### config.mk
export PLATFORM = sky130hd
export DESIGN_NAME = ecp_parallel_port
export DESIGN_NICKNAME = d
export VERILOG_FILES = /design/src/logic/ecp_pkg.sv /design/src/logic/ecp_fifo.sv /design/src/logic/ecp_parallel_port.sv
export VERILOG_INCLUDE_DIRS = /design/src /design/src/logic
export SDC_FILE = /design/constraint.sdc
export NUM_CORES = 1
export LEC_CHECK = 0
export BUFFER_PORTS_ARGS = -buffer_cell sky130_fd_sc_hd__buf_2
export CAP_MARGIN = 20
export CORE_ASPECT_RATIO = 0.8
export CORE_MARGIN = 3
export CORE_UTILIZATION = 55
export DETAILED_ROUTE_END_ITERATION = 10
export PLACE_DENSITY_LB_ADDON = 0.3
export SYNTH_ARGS = -nofsm -noshare
export SYNTH_HDL_FRONTEND = slang
export SYNTH_SLANG_ARGS = --single-unit
### constraint.sdc
create_clock -name sys_clk -period 4.55 [get_ports sys_clk]
set_input_delay 0.91 -clock sys_clk [delete_from_list [all_inputs] [get_ports sys_clk]]
set_output_delay 0.91 -clock sys_clk [all_outputs]
set_load 0.02 [all_outputs]
### src/logic/ecp_defs.svh
// offsets, mode codes, reset values and timing of the parallel port
// assumes a 100 MHz sys_clk; included by its bare name
// Function
// - port word is eight bits everywhere
// - forward host to peripheral, reverse back
// - status and control reachable in all modes
// - all FIFO ports share one 16-byte buffer
// - second config reflects chosen IRQ and DMA
// - behaves as ordinary printer port otherwise
// - no negotiation; DMA burst both directions
// - compatibility strobe and busy done in hardware
// - reverse run-length bytes expanded in hardware
// - hardware compression optional, count before byte
// - strobe clocks byte in, interlocked with busy
// - wait reverse acknowledge before driving data bus
// - host ack requests reverse byte, tags forward
// - fault raises error interrupt in forward only
// - nInit low means reverse, high forward
// - nSelectIn held deasserted in extended mode
// - three-bit mode field selects operating mode
// - address port queues tagged forward command bytes
// - status top bit inverse busy, low bits zero
`ifndef ECP_DEFS_SVH
`define ECP_DEFS_SVH

// register indices, byte address is four times the index
`define ECP_IDX_DATA     11'h000
`define ECP_IDX_STATUS   11'h001
`define ECP_IDX_CONTROL  11'h002
`define ECP_IDX_FIFO     11'h400
`define ECP_IDX_CFG2     11'h401
`define ECP_IDX_XCTL     11'h402

// operating modes
`define ECP_M_STD        3'h0
`define ECP_M_BIDIR      3'h1
`define ECP_M_COMPAT_FIFO_PORT      3'h2
`define ECP_M_ECP        3'h3
`define ECP_M_TEST       3'h6
`define ECP_M_CFG        3'h7

// fixed read values and reset values
`define ECP_CFG1_VAL     8'h08
`define ECP_MODE_RST     3'h0
`define ECP_NERR_RST     1'h1
`define ECP_SVC_RST      1'h1

// bus answers
`define ECP_RESP_OKAY    2'h0
`define ECP_RESP_SLVERR  2'h2

// compatibility handshake timing
`define ECP_CLK_MHZ      100
`define ECP_SETUP_NS     500
`define ECP_STB_NS       500
`define ECP_SETUP_CYC    ((`ECP_SETUP_NS * `ECP_CLK_MHZ + 999) / 1000)
`define ECP_STB_CYC      ((`ECP_STB_NS * `ECP_CLK_MHZ + 999) / 1000)

`endif

### src/logic/ecp_pkg.sv
// types shared by the parallel port files
// assumes nothing beyond a SystemVerilog compiler
package ecp_pkg;

  // link engine states
  typedef enum logic [2:0] {
    E_IDLE, E_FWAIT, E_FSTB, E_FREL, E_RREQ, E_RREL, E_RRPT
  } eng_e;

  // software control bits, low six bits of the control register
  typedef struct packed {
    logic dir;
    logic ackint;
    logic selin;
    logic ninit;
    logic autofd;
    logic strobe;
  } ctl_s;

  // peripheral lines into the port
  typedef struct packed {
    logic       nack;
    logic       busy;
    logic       perror;
    logic       select;
    logic       nfault;
    logic [7:0] pd;
  } pin_in_s;

  // lines driven toward the peripheral
  typedef struct packed {
    logic       nstrobe;
    logic       nautofd;
    logic       ninit;
    logic       nselectin;
    logic       pd_oe_n;
    logic [7:0] pd;
  } pin_out_s;

endpackage

### src/logic/ecp_fifo.sv
// shared byte FIFO with tag bit, flip-flop storage
// assumes power-of-two depth and one clock with the caller
module ecp_fifo #(
  parameter int unsigned W     = 9,
  parameter int unsigned DEPTH = 16
) (
  // clock and reset
  input  wire logic         sys_clk,
  input  wire logic         nrst,
  // control
  input  wire logic         flush,
  input  wire logic         push,
  input  wire logic [W-1:0] din,
  input  wire logic         pop,
  // status and head
  output logic      [W-1:0] dout,
  output logic              full,
  output logic              empty
);
  localparam int unsigned AW = $clog2(DEPTH);

  typedef struct packed {
    logic [DEPTH-1:0][W-1:0] mem;
    logic [AW-1:0]           wp;
    logic [AW-1:0]           rp;
    logic [AW:0]             cnt;
    logic [W-1:0]            last;
  } st_s;

  st_s  q;
  st_s  n;
  logic do_push;
  logic do_pop;

  // honest flags from the true count
  assign full    = q.cnt == (AW+1)'(DEPTH);
  assign empty   = q.cnt == '0;
  assign do_push = push && !full;  // full drops the byte
  assign do_pop  = pop && !empty;  // empty re-reads last
  assign dout    = empty ? q.last : q.mem[q.rp];

  // pointer and storage update
  always_comb begin
    n = q;
    if (do_pop) begin
      n.last = q.mem[q.rp];
      n.rp   = q.rp + 1'b1;
    end
    if (do_push) begin
      n.mem[q.wp] = din;
      n.wp        = q.wp + 1'b1;
    end
    n.cnt = q.cnt + (AW+1)'(do_push) - (AW+1)'(do_pop);
    if (flush) begin
      n.wp  = '0;
      n.rp  = '0;
      n.cnt = '0;
    end
  end

  // state register
  always_ff @(posedge sys_clk or negedge nrst) begin
    if (!nrst) begin
      q <= '0;
    end else begin
      q <= n;
    end
  end
endmodule // ecp_fifo

### src/logic/ecp_parallel_port.sv
// host-side extended capabilities parallel port with AXI4-Lite registers
// assumes peripheral lines asynchronous, AXI master on sys_clk
//
// The implementer's own choices: the register offsets and the AXI4-Lite register port.
`include "ecp_defs.svh"

module ecp_parallel_port #(
  parameter int unsigned DEPTH = 16
) (
  // clock and reset
  input  wire logic              sys_clk,
  input  wire logic              nrst,
  // axi4-lite write
  input  wire logic [12:0]       awaddr,
  input  wire logic              awvalid,
  output logic                   awready,
  input  wire logic [31:0]       wdata,
  input  wire logic [3:0]        wstrb,
  input  wire logic              wvalid,
  output logic                   wready,
  output logic      [1:0]        bresp,
  output logic                   bvalid,
  input  wire logic              bready,
  // axi4-lite read
  input  wire logic [12:0]       araddr,
  input  wire logic              arvalid,
  output logic                   arready,
  output logic      [31:0]       rdata,
  output logic      [1:0]        rresp,
  output logic                   rvalid,
  input  wire logic              rready,
  // chip configuration
  input  wire logic [2:0]        cfg_irq_sel,
  input  wire logic [2:0]        cfg_dma_sel,
  input  wire logic              irq_line_level,
  // parallel link
  input  wire ecp_pkg::pin_in_s  pins_in,
  output ecp_pkg::pin_out_s      pins_out,
  // system requests
  output logic                   err_irq,
  output logic                   dma_req
);

  typedef struct packed {
    ecp_pkg::pin_in_s s1;
    ecp_pkg::pin_in_s s2;
    logic             aw_v;
    logic [10:0]      aw_i;
    logic             w_v;
    logic [7:0]       wd;
    logic             w_en;
    logic             b_v;
    logic [1:0]       b_r;
    logic             r_v;
    logic [7:0]       rd;
    logic [1:0]       r_r;
    logic [7:0]       dat;
    ecp_pkg::ctl_s    ctl;
    logic [2:0]       mode;
    logic             nerr;
    logic             dma;
    logic             svc;
    ecp_pkg::eng_e    eng;
    logic [7:0]       byt;
    logic             hack;
    logic             nstb;
    logic [7:0]       cnt;
    logic [7:0]       rle;
    logic [7:0]       reps;
  } st_s;

  localparam logic [7:0] SETUP_C = 8'(`ECP_SETUP_CYC);
  localparam logic [7:0] STB_C   = 8'(`ECP_STB_CYC);

  st_s              q;
  st_s              n;
  ecp_pkg::pin_in_s p;
  logic             dir_eff;
  logic             fwd_m;
  logic             rev_m;
  logic             ecp_m;
  logic             fifo_m;
  logic             drive;
  logic             f_push;
  logic             f_pop;
  logic             f_flush;
  logic [8:0]       f_din;
  logic [8:0]       f_dout;
  logic             f_full;
  logic             f_empty;
  logic             svc_set;
  logic [10:0]      ar_i;

  // one buffer behind every FIFO port, byte plus command tag
  ecp_fifo #(
    .W     (9),
    .DEPTH (DEPTH)
  ) u_fifo (
    .sys_clk (sys_clk),
    .nrst    (nrst),
    .flush   (f_flush),
    .push    (f_push),
    .din     (f_din),
    .pop     (f_pop),
    .dout    (f_dout),
    .full    (f_full),
    .empty   (f_empty)
  );

  // mode decode and effective direction
  assign p       = q.s2;
  assign ecp_m   = q.mode == `ECP_M_ECP;
  assign dir_eff = q.ctl.dir && q.mode != `ECP_M_STD && q.mode != `ECP_M_COMPAT_FIFO_PORT;
  assign fwd_m   = q.mode == `ECP_M_COMPAT_FIFO_PORT || (ecp_m && !dir_eff);
  assign rev_m   = ecp_m && dir_eff;
  assign fifo_m  = q.mode == `ECP_M_COMPAT_FIFO_PORT || ecp_m || q.mode == `ECP_M_TEST;
  assign svc_set = fifo_m && !q.dma && (fwd_m ? f_empty : (rev_m && f_full));
  assign ar_i    = araddr[12:2];

  // bus handshakes
  assign awready = !q.aw_v;
  assign wready  = !q.w_v;
  assign bvalid  = q.b_v;
  assign bresp   = q.b_r;
  assign arready = !q.r_v;
  assign rvalid  = q.r_v;
  assign rresp   = q.r_r;
  assign rdata   = {24'h000000, q.rd};

  // data bus drive waits for the reverse acknowledge to clear
  assign drive = !dir_eff && (!ecp_m || p.perror);

  // link pins, plain printer port outside the engine modes
  always_comb begin
    pins_out.pd        = fwd_m ? q.byt : q.dat;
    pins_out.pd_oe_n   = !drive;
    pins_out.nstrobe   = (q.mode == `ECP_M_COMPAT_FIFO_PORT || ecp_m) ? q.nstb : !q.ctl.strobe;
    pins_out.nautofd   = ecp_m ? q.hack : !q.ctl.autofd;
    pins_out.ninit     = ecp_m ? !dir_eff : q.ctl.ninit;
    pins_out.nselectin = ecp_m ? 1'b1 : !q.ctl.selin;
  end

  // fault interrupt is forward-only and gated by its mask
  assign err_irq = ecp_m && !dir_eff && !p.nfault && !q.nerr;
  // burst request toward the DMA controller
  assign dma_req = q.dma && fifo_m && !q.svc && (fwd_m ? !f_full : !f_empty);

  // next state: bus slave, registers and link engine
  always_comb begin
    n       = q;
    f_push  = 1'b0;
    f_pop   = 1'b0;
    f_flush = 1'b0;
    f_din   = 9'h000;
    n.s1    = pins_in;
    n.s2    = q.s1;

    // write address and data taken in either order
    if (awvalid && !q.aw_v) begin
      n.aw_v = 1'b1;
      n.aw_i = awaddr[12:2];
    end
    if (wvalid && !q.w_v) begin
      n.w_v  = 1'b1;
      n.wd   = wdata[7:0];
      n.w_en = wstrb[0];
    end
    if (q.b_v && bready) begin
      n.b_v = 1'b0;
    end

    // write effects once both halves are held
    if (q.aw_v && q.w_v && !q.b_v) begin
      n.aw_v = 1'b0;
      n.w_v  = 1'b0;
      n.b_v  = 1'b1;
      n.b_r  = `ECP_RESP_OKAY;
      case (q.aw_i)
        `ECP_IDX_DATA: begin
          if (q.w_en && (q.mode == `ECP_M_STD || q.mode == `ECP_M_BIDIR)) begin
            n.dat = q.wd;
          end else if (q.w_en && ecp_m && !dir_eff) begin
            f_push = 1'b1;
            f_din  = {1'b1, q.wd};
          end
        end
        `ECP_IDX_STATUS: begin
        end
        `ECP_IDX_CONTROL: begin
          if (q.w_en) begin
            n.ctl = q.wd[5:0];
          end
        end
        `ECP_IDX_FIFO: begin
          if (q.w_en && fifo_m && (q.mode == `ECP_M_TEST || !dir_eff)) begin
            f_push = 1'b1;
            f_din  = {1'b0, q.wd};
          end
        end
        `ECP_IDX_CFG2: begin
        end
        `ECP_IDX_XCTL: begin
          if (q.w_en) begin
            n.mode = q.wd[7:5];
            n.nerr = q.wd[4];
            n.dma  = q.wd[3];
            n.svc  = q.wd[2];
            f_flush = q.wd[7:5] == `ECP_M_STD || q.wd[7:5] == `ECP_M_BIDIR;
          end
        end
        default: begin
          n.b_r = `ECP_RESP_SLVERR;
        end
      endcase
    end
    // hardware set wins over a software clear
    if (svc_set) begin
      n.svc = 1'b1;
    end

    // read answer one cycle after the address is taken
    if (q.r_v && rready) begin
      n.r_v = 1'b0;
    end
    if (arvalid && !q.r_v) begin
      n.r_v = 1'b1;
      n.r_r = `ECP_RESP_OKAY;
      n.rd  = 8'h00;
      case (ar_i)
        `ECP_IDX_DATA: begin
          if (!ecp_m) begin
            n.rd = p.pd;
          end
        end
        `ECP_IDX_STATUS: begin
          n.rd = {!p.busy, p.nack, p.perror, p.select, p.nfault, 3'h0};
        end
        `ECP_IDX_CONTROL: begin
          n.rd = {2'h0, q.ctl};
        end
        `ECP_IDX_FIFO: begin
          if (q.mode == `ECP_M_CFG) begin
            n.rd = `ECP_CFG1_VAL;
          end else if (fifo_m) begin
            n.rd  = f_dout[7:0];
            f_pop = q.mode == `ECP_M_TEST || rev_m;
          end
        end
        `ECP_IDX_CFG2: begin
          // compression bit reads zero: no hardware compression
          n.rd = {1'b0, irq_line_level, cfg_irq_sel, cfg_dma_sel};
        end
        `ECP_IDX_XCTL: begin
          n.rd = {q.mode, q.nerr, q.dma, q.svc, f_full, f_empty};
        end
        default: begin
          n.r_r = `ECP_RESP_SLVERR;
        end
      endcase
    end

    // link engine
    case (q.eng)
      ecp_pkg::E_IDLE: begin
        if (fwd_m && !f_empty) begin
          f_pop  = 1'b1;
          n.byt  = f_dout[7:0];
          n.hack = !(ecp_m && f_dout[8]);
          n.cnt  = SETUP_C;
          n.eng  = ecp_pkg::E_FWAIT;
        end else if (rev_m && !p.perror && !f_full) begin
          n.hack = 1'b0;
          n.eng  = ecp_pkg::E_RREQ;
        end
      end
      ecp_pkg::E_FWAIT: begin
        if (q.cnt != 8'h00) begin
          n.cnt = q.cnt - 8'h01;
        end else if (!p.busy) begin
          n.nstb = 1'b0;
          n.cnt  = STB_C - 8'h01;                         // entry edge is the first low cycle
          n.eng  = ecp_pkg::E_FSTB;
        end
      end
      ecp_pkg::E_FSTB: begin
        if (ecp_m) begin
          if (p.busy) begin
            n.nstb = 1'b1;
            n.eng  = ecp_pkg::E_FREL;
          end
        end else if (q.cnt != 8'h00) begin
          n.cnt = q.cnt - 8'h01;
        end else begin
          n.nstb = 1'b1;
          n.eng  = ecp_pkg::E_IDLE;
        end
      end
      ecp_pkg::E_FREL: begin
        if (!p.busy) begin
          n.eng = ecp_pkg::E_IDLE;
        end
      end
      ecp_pkg::E_RREQ: begin
        if (!p.nack) begin
          n.hack = 1'b1;
          n.eng  = ecp_pkg::E_RREL;
          if (p.busy) begin
            n.byt  = p.pd;
            n.reps = (q.rle != 8'h00) ? q.rle : 8'h01;
            n.rle  = 8'h00;
          end else if (!p.pd[7]) begin
            n.rle = {1'b0, p.pd[6:0]} + 8'h01;
          end
        end
      end
      ecp_pkg::E_RREL: begin
        if (p.nack) begin
          n.eng = (q.reps != 8'h00) ? ecp_pkg::E_RRPT : ecp_pkg::E_IDLE;
        end
      end
      ecp_pkg::E_RRPT: begin
        if (q.reps == 8'h00) begin
          n.eng = ecp_pkg::E_IDLE;
        end else if (!f_full) begin
          f_push = 1'b1;
          f_din  = {1'b0, q.byt};
          n.reps = q.reps - 8'h01;
        end
      end
      default: begin
        n.eng = ecp_pkg::E_IDLE;
      end
    endcase

    // switching to standard or bidirectional mode abandons any transfer
    if (f_flush) begin
      n.eng  = ecp_pkg::E_IDLE;
      n.nstb = 1'b1;
      n.hack = 1'b1;
      n.reps = 8'h00;
      n.rle  = 8'h00;
    end
  end

  // state register
  always_ff @(posedge sys_clk or negedge nrst) begin
    if (!nrst) begin
      q      <= '0;
      q.mode <= `ECP_MODE_RST;
      q.nerr <= `ECP_NERR_RST;
      q.svc  <= `ECP_SVC_RST;
      q.nstb <= 1'b1;
      q.hack <= 1'b1;
    end else begin
      q <= n;
    end
  end
endmodule // ecp_parallel_port

; ---- Word level (Yosys, flattened, before mapping)
; Cells that the tools add are included.
[classes]
muxes = 100
n_reduce_logical = 98
n_eq_ne = 44
n_lt_le_gt_ge = 3
addsub = 7
[op_table]
columns = operator, n
row1 = $bwmux 144, 1
row2 = $mux 8, 18
row3 = $mux 9, 10
row4 = $eq 11x11->1 const B, 6
row5 = $pmux 8 s6, 1
row6 = $mux 3, 13
row7 = $bmux 9 s4, 1
row8 = $demux 9 s4, 1
row9 = $mux 1, 36
row10 = $pmux 9 s2, 2
row11 = $logic_and 1x1->1, 32
row12 = $mux 16, 2
row13 = $ne 3x3->1 const B, 10
row14 = $mux 12, 2
row15 = $pmux 8 s3, 1
row16 = $reduce_bool 8->1, 3
row17 = $eq 11x1->1 const B, 2
row18 = $eq 11x2->1 const B, 2
row19 = $logic_not 11->1, 2
row20 = $reduce_bool 2->1, 11
row21 = $pmux 3 s7, 1
row22 = $logic_not 1->1, 19
row23 = $reduce_and 3->1, 6
row24 = $pmux 8 s2, 1
row25 = 31 further kinds, 69
[word_totals]
wordCells = 312
ff_bits = 285
in_bits = 89
out_inout_bits = 56

; ---- Logic depth before layout (Yosys ltp)
[depth]
word_depth = 16
depth_mapped = 16
mapped_depth_nobuf = 14

; ---- Modules after synthesis
; Synthesis repeated with hierarchy kept, for this count alone.
[unflattened]
cells_unflattened = 1112
area_unflattened_um2 = 14077.3
[by_module_without_submodules]
columns = module, area_each_um2, cells_per_inst, seq_area_each_um2, n_inst
row1 = ecp_fifo, 7860.0, 521, 4154.0, 1
row2 = ecp_parallel_port, 6217.2, 591, 2932.8, 1

; ---- Worst setup path after synthesis
; OpenSTA, ideal clock, no wires.
[synth_timing]
path_kind = in2reg
start = input araddr[7]
end = register u_fifo.q[13] (netlist bit)
path_stages = 14
n_path_buf = 2
setup_slack_ns = 0.581
required_ns = 4.472
setup_time_ns = 0.078
arrival_ns = 3.891
cell_sequence = nor4_2 -> nand4_1 -> o41a_1 -> clkbuf_1 -> buf_2 -> inv_1 -> ha_1 -> inv_1 -> ha_1 -> fa_1 -> a21oi_1 -> nor2_1 -> or3_1 -> a21oi_1
[synth_lines]
columns = element, line
row1 = from (decl), ecp_parallel_port.sv:25  ; input wire logic [12:0] araddr,
row2 = to (signal assigned), ecp_fifo.sv:66  ; q <= n;
row3 = to (decl), ecp_fifo.sv:30  ; st_s q;

==> impl_metrics.json <==
{
  "syn_inst": 1107,
  "finalSetupTns_ps": 0,
  "core_area_um2": 24630,
  "max_slew_margin_pct": 35.15,
  "pin_count": 145,
  "drt-total-wl_um": 34580,
  "crit_slowest_cell": "sky130_fd_sc_hd__o31a_1",
  "globalRouteTotalUtil_pct": 25.71,
  "final.min_clock_period_ps": 4076,
  "synth_cell_types": 82,
  "critPathRequiredTime_ps": 5040,
  "max-cap-violations": 0,
  "timing.setup.critical_path_class": "register to register",
  "via_count": 9446,
  "postPlaceCellArea_um2": 14550,
  "tritoncts": "done",
  "ctsHoldBuffers": 0,
  "worstPathCellList": "inv_1 > ha_1 > or3b_2 > o211ai_1 > o31a_1 > inv_2 > ha_1 > fa_1 > a21oi_1 > nor2_1 > or3_1 > a21oi_1",
  "worst_slew_pin_slew_ps": 970.7,
  "htree_levels": 1,
  "power_switching_mw": 2.418,
  "hold-worst-slack_ps": 340.9,
  "drt-pass1-iter-count": 5,
  "finalMaxSlewViolations": 0,
  "timing.critical_path.from_type": "register",
  "fin_skew_ps": 16.40,
  "power.share.clock_pct": 34.0,
  "drt_first_iter_violations": 901,
  "rsz0062_at_grt": "false",
  "synth.top_cell.area_share_pct": 49.90,
  "largest_net_degree_at_the_start_of_global_routing": 118,
  "place.detailed.hpwl_um": 24030,
  "route.detailed.drc": 0,
  "antenna_found_initial": 0,
  "critical_path.max_fanout": 14,
  "drive_gt1_share_pct": 35.20,
  "result_of_the_run": "finished clean",
  "seq_area_frac_synth_pct": 50.65,
  "final_hold_violation_count": 0,
  "post_synth_edffs": 0,
  "route.detailed.wl_per_inst_um": 22.78,
  "pwr-share-comb_pct": 22.4,
  "flow.area_growth_from_synthesis_pct": 11.82,
  "pre_cts_slack_ps": 558.4,
  "critPathMaxStageDelay_ps": 680,
  "p_seq_share_pct": 43.6,
  "cell_types_with_the_largest_area_share_after_synthesis": "sky130_fd_sc_hd__dfrtp_1, sky130_fd_sc_hd__mux2_2, sky130_fd_sc_hd__mux4_2, sky130_fd_sc_hd__buf_4, sky130_fd_sc_hd__mux2i_1",
  "detail-route-antenna-nets": 0,
  "place_congestion": 0.9566,
  "fin_ws_ps": 473.6,
  "cts_made_buffers": 28,
  "die_y_um": 148.4,
  "met1Wirelength_um": 16040,
  "synthesized_area_divided_by_synthesized_cell_count_um2": 12.59,
  "first_pass_grt_wire_length_um": 54550,
  "cts-root-buf": "sky130_fd_sc_hd__clkbuf_16",
  "top_signal_layer_used": "met4",
  "worst_setup_path_end_kind": "register",
  "finalCritPeriodShare_pct": 89.59,
  "numPortBuffers": 87,
  "gr-total-overflow": 0,
  "leakage_nw": 7.405,
  "yosys_warnings": 0,
  "effective_utilization_at_floorplan_pct": 56.60,
  "ys_dominant_reg_cell": "sky130_fd_sc_hd__dfrtp_1",
  "cell_taking_the_most_area_after_synthesis": "sky130_fd_sc_hd__dfrtp_1",
  "ys_seq_elements": 282,
  "dieWidth_um": 184.0,
  "p_int_mw": 5.079,
  "route.detailed.vias_per_inst": 6.223,
  "design_area_um2": 15590,
  "arrival_ps": 4560,
  "synth_async_sr_flop_share_pct": 100.0,
  "max_freq_mhz": 245.3,
  "grt_pass1_vias": 9386,
  "syn_area_um2": 13940,
  "routed-wl-met2_um": 15050,
  "std_cell_rows": 51,
  "clock_sink_count": 282,
  "insertion_delay_ps": 560,
  "fin_nets": 1281,
  "vdd_drop_max_mv": 0.3377,
  "setup_viol": 0,
  "clk_pin_slew_worst_paths_ps": 70,
  "switching_fraction_pct": 32.25,
  "ctsResizeCount": 0,
  "post-cts-setup-buffers": 0,
  "die-area_um2": 27310,
  "max-clock-path-buffers": 3,
  "routed-wl-met3_um": 2881,
  "power_density_nw_per_um2": 480.9,
  "worst_hold_path_type": "register to register"
}
## worst paths after layout
| path | startpoint | endpoint | slack [ps] | cells past startpoint |
|---|---|---|---|---|
| worst min-delay path | n[104] | p[11] | 340 | 0 |
| min in group asynchronous | nrst | u_fifo.q[36] | 410 | 1 |
| worst min register to register | n[104] | p[11] | 340 | 0 |
| worst max register to register | q[0] | u_fifo.q[13] | 470 | 12 |
| max in group asynchronous | nrst | u_fifo.q[24] | 3040 | 2 |
| worst max-delay path | q[0] | u_fifo.q[13] | 470 | 12 |
## state kept, by name, indices dropped and copies added, names as in the netlist
register  count
u_fifo.q    165
q            79
n            13
p            13
rdata         8
bresp         1
bvalid        1
rresp         1
rvalid        1
## Yosys cell counts (5+ instances only)
cell and n:
sky130_fd_sc_hd__nand2_1 54, sky130_fd_sc_hd__a21oi_1 27, sky130_fd_sc_hd__dfrtp_1 278, sky130_fd_sc_hd__inv_1 29, sky130_fd_sc_hd__clkbuf_1 40, sky130_fd_sc_hd__mux2_4 18, sky130_fd_sc_hd__a22o_1 8, sky130_fd_sc_hd__nand3b_1 5
sky130_fd_sc_hd__xnor2_1 5, sky130_fd_sc_hd__o22ai_1 12, sky130_fd_sc_hd__nor2_1 37, sky130_fd_sc_hd__buf_2 16, sky130_fd_sc_hd__mux2i_1 28, sky130_fd_sc_hd__nand3_1 30, sky130_fd_sc_hd__buf_4 38, sky130_fd_sc_hd__nor3b_1 10
sky130_fd_sc_hd__nor2b_1 11, sky130_fd_sc_hd__or4_1 7, sky130_fd_sc_hd__o2bb2ai_1 9, sky130_fd_sc_hd__mux2_2 179, sky130_fd_sc_hd__and3_1 9, sky130_fd_sc_hd__xor2_1 7, sky130_fd_sc_hd__nor4b_1 5, sky130_fd_sc_hd__nand4_1 8
sky130_fd_sc_hd__or3_1 7, sky130_fd_sc_hd__ha_1 14, sky130_fd_sc_hd__a32oi_1 5, sky130_fd_sc_hd__o21ai_0 44, sky130_fd_sc_hd__nand2b_1 5, sky130_fd_sc_hd__o31ai_1 12, sky130_fd_sc_hd__nor3_1 9, sky130_fd_sc_hd__and2_1 6
sky130_fd_sc_hd__mux4_2 40, sky130_fd_sc_hd__nor4_1 8, sky130_fd_sc_hd__o211ai_1 5
## cells in the final DEF (no fill, tap or decap), types with 7 or more instances in the layout
cell type                   count
sky130_fd_sc_hd__inv_1         29
sky130_fd_sc_hd__nand3_1       30
sky130_fd_sc_hd__nor3_1         9
sky130_fd_sc_hd__nor2_1        37
sky130_fd_sc_hd__mux2i_1       28
sky130_fd_sc_hd__nor2b_1       11
sky130_fd_sc_hd__nand4_1        8
sky130_fd_sc_hd__nor4_1         7
sky130_fd_sc_hd__a22o_1         8
sky130_fd_sc_hd__a21oi_1       27
sky130_fd_sc_hd__mux2_2       179
sky130_fd_sc_hd__o22ai_1       12
sky130_fd_sc_hd__or4_1          7
sky130_fd_sc_hd__ha_1          14
sky130_fd_sc_hd__dfrtp_1      277
sky130_fd_sc_hd__conb_1        26
sky130_fd_sc_hd__or3_1          7
sky130_fd_sc_hd__xor2_1         7
sky130_fd_sc_hd__o31ai_1       12
sky130_fd_sc_hd__mux2_4        18
sky130_fd_sc_hd__o2bb2ai_1      9
sky130_fd_sc_hd__nor3b_1       10
sky130_fd_sc_hd__buf_2         86
sky130_fd_sc_hd__and3_1         9
sky130_fd_sc_hd__o21ai_0       44
sky130_fd_sc_hd__buf_4         24
sky130_fd_sc_hd__clkbuf_16     28
sky130_fd_sc_hd__mux4_2        40
sky130_fd_sc_hd__nand2_1       54
## power by group through the flow
stage	clock network [mW]	registers, mW	logic (mW)
global route	2.69	3.32	1.88
CTS	2.58	3.26	1.67
finish	2.55	3.27	1.68
detailed placement	0	3.30	1.65
floorplan	0	3.11	1.31
global placement	0	3.28	1.61
## cell type report
type / instances / area, µm²
fill: 1875 / 9041
sequential: 282 / 7063
multi-input combinational: 723 / 6341
clock buffer: 35 / 787.0
timing repair buffer: 112 / 645.6
tap: 318 / 397.9
clock inverter: 17 / 240.2
inverter: 30 / 112.6
antenna: 1 / 2.502
## layer usage
metal / GRT usage (%) / vias up
li1: - / 4179
met1: 40.12 / 4845
met2: 37.82 / 372
met3: 5.575 / 50
met4: 4.533 / 0
met5: 0 / -
## critical path, delay by kind of cell, from the launching register on
kind | cells | cell delay, ps
simple gates | 3 | 930
fa+ha+maj | 3 | 960
buf+inv | 2 | 320
flops | 1 | 400
compound gates | 4 | 1410
## through the flow
| stage | util, % | total power [mW] | std cells |
|---|---|---|---|
| floorplan | - | 4.423 | 1132 |
| global placement | 59.08 | 4.890 | 1464 |
| detailed placement | 59.08 | 4.949 | 1464 |
| CTS | 63.25 | 7.504 | 1516 |
| global route | 63.28 | 7.884 | 1517 |
| finish | 63.29 | 7.497 | 1518 |
## logic make-up (layout without fill, tap and decap cells)
kind of cell / count (synthesis) / count (layout) / share of synthesized area, %
buffers and inverters: 127 / 194 / 4.586
XOR/XNOR: 12 / 12 / 0.7538
AO/OA/AOI/OAI: 165 / 165 / 7.969
other: 1 / 27 / 0.02690
multiplexers: 266 / 266 / 24.95
AND/OR/NAND/NOR: 239 / 239 / 9.665
adder cells (fa/ha/maj): 15 / 15 / 1.400
flip-flops: 282 / 282 / 50.65
Note: power is estimated with default switching activity, not from simulation.
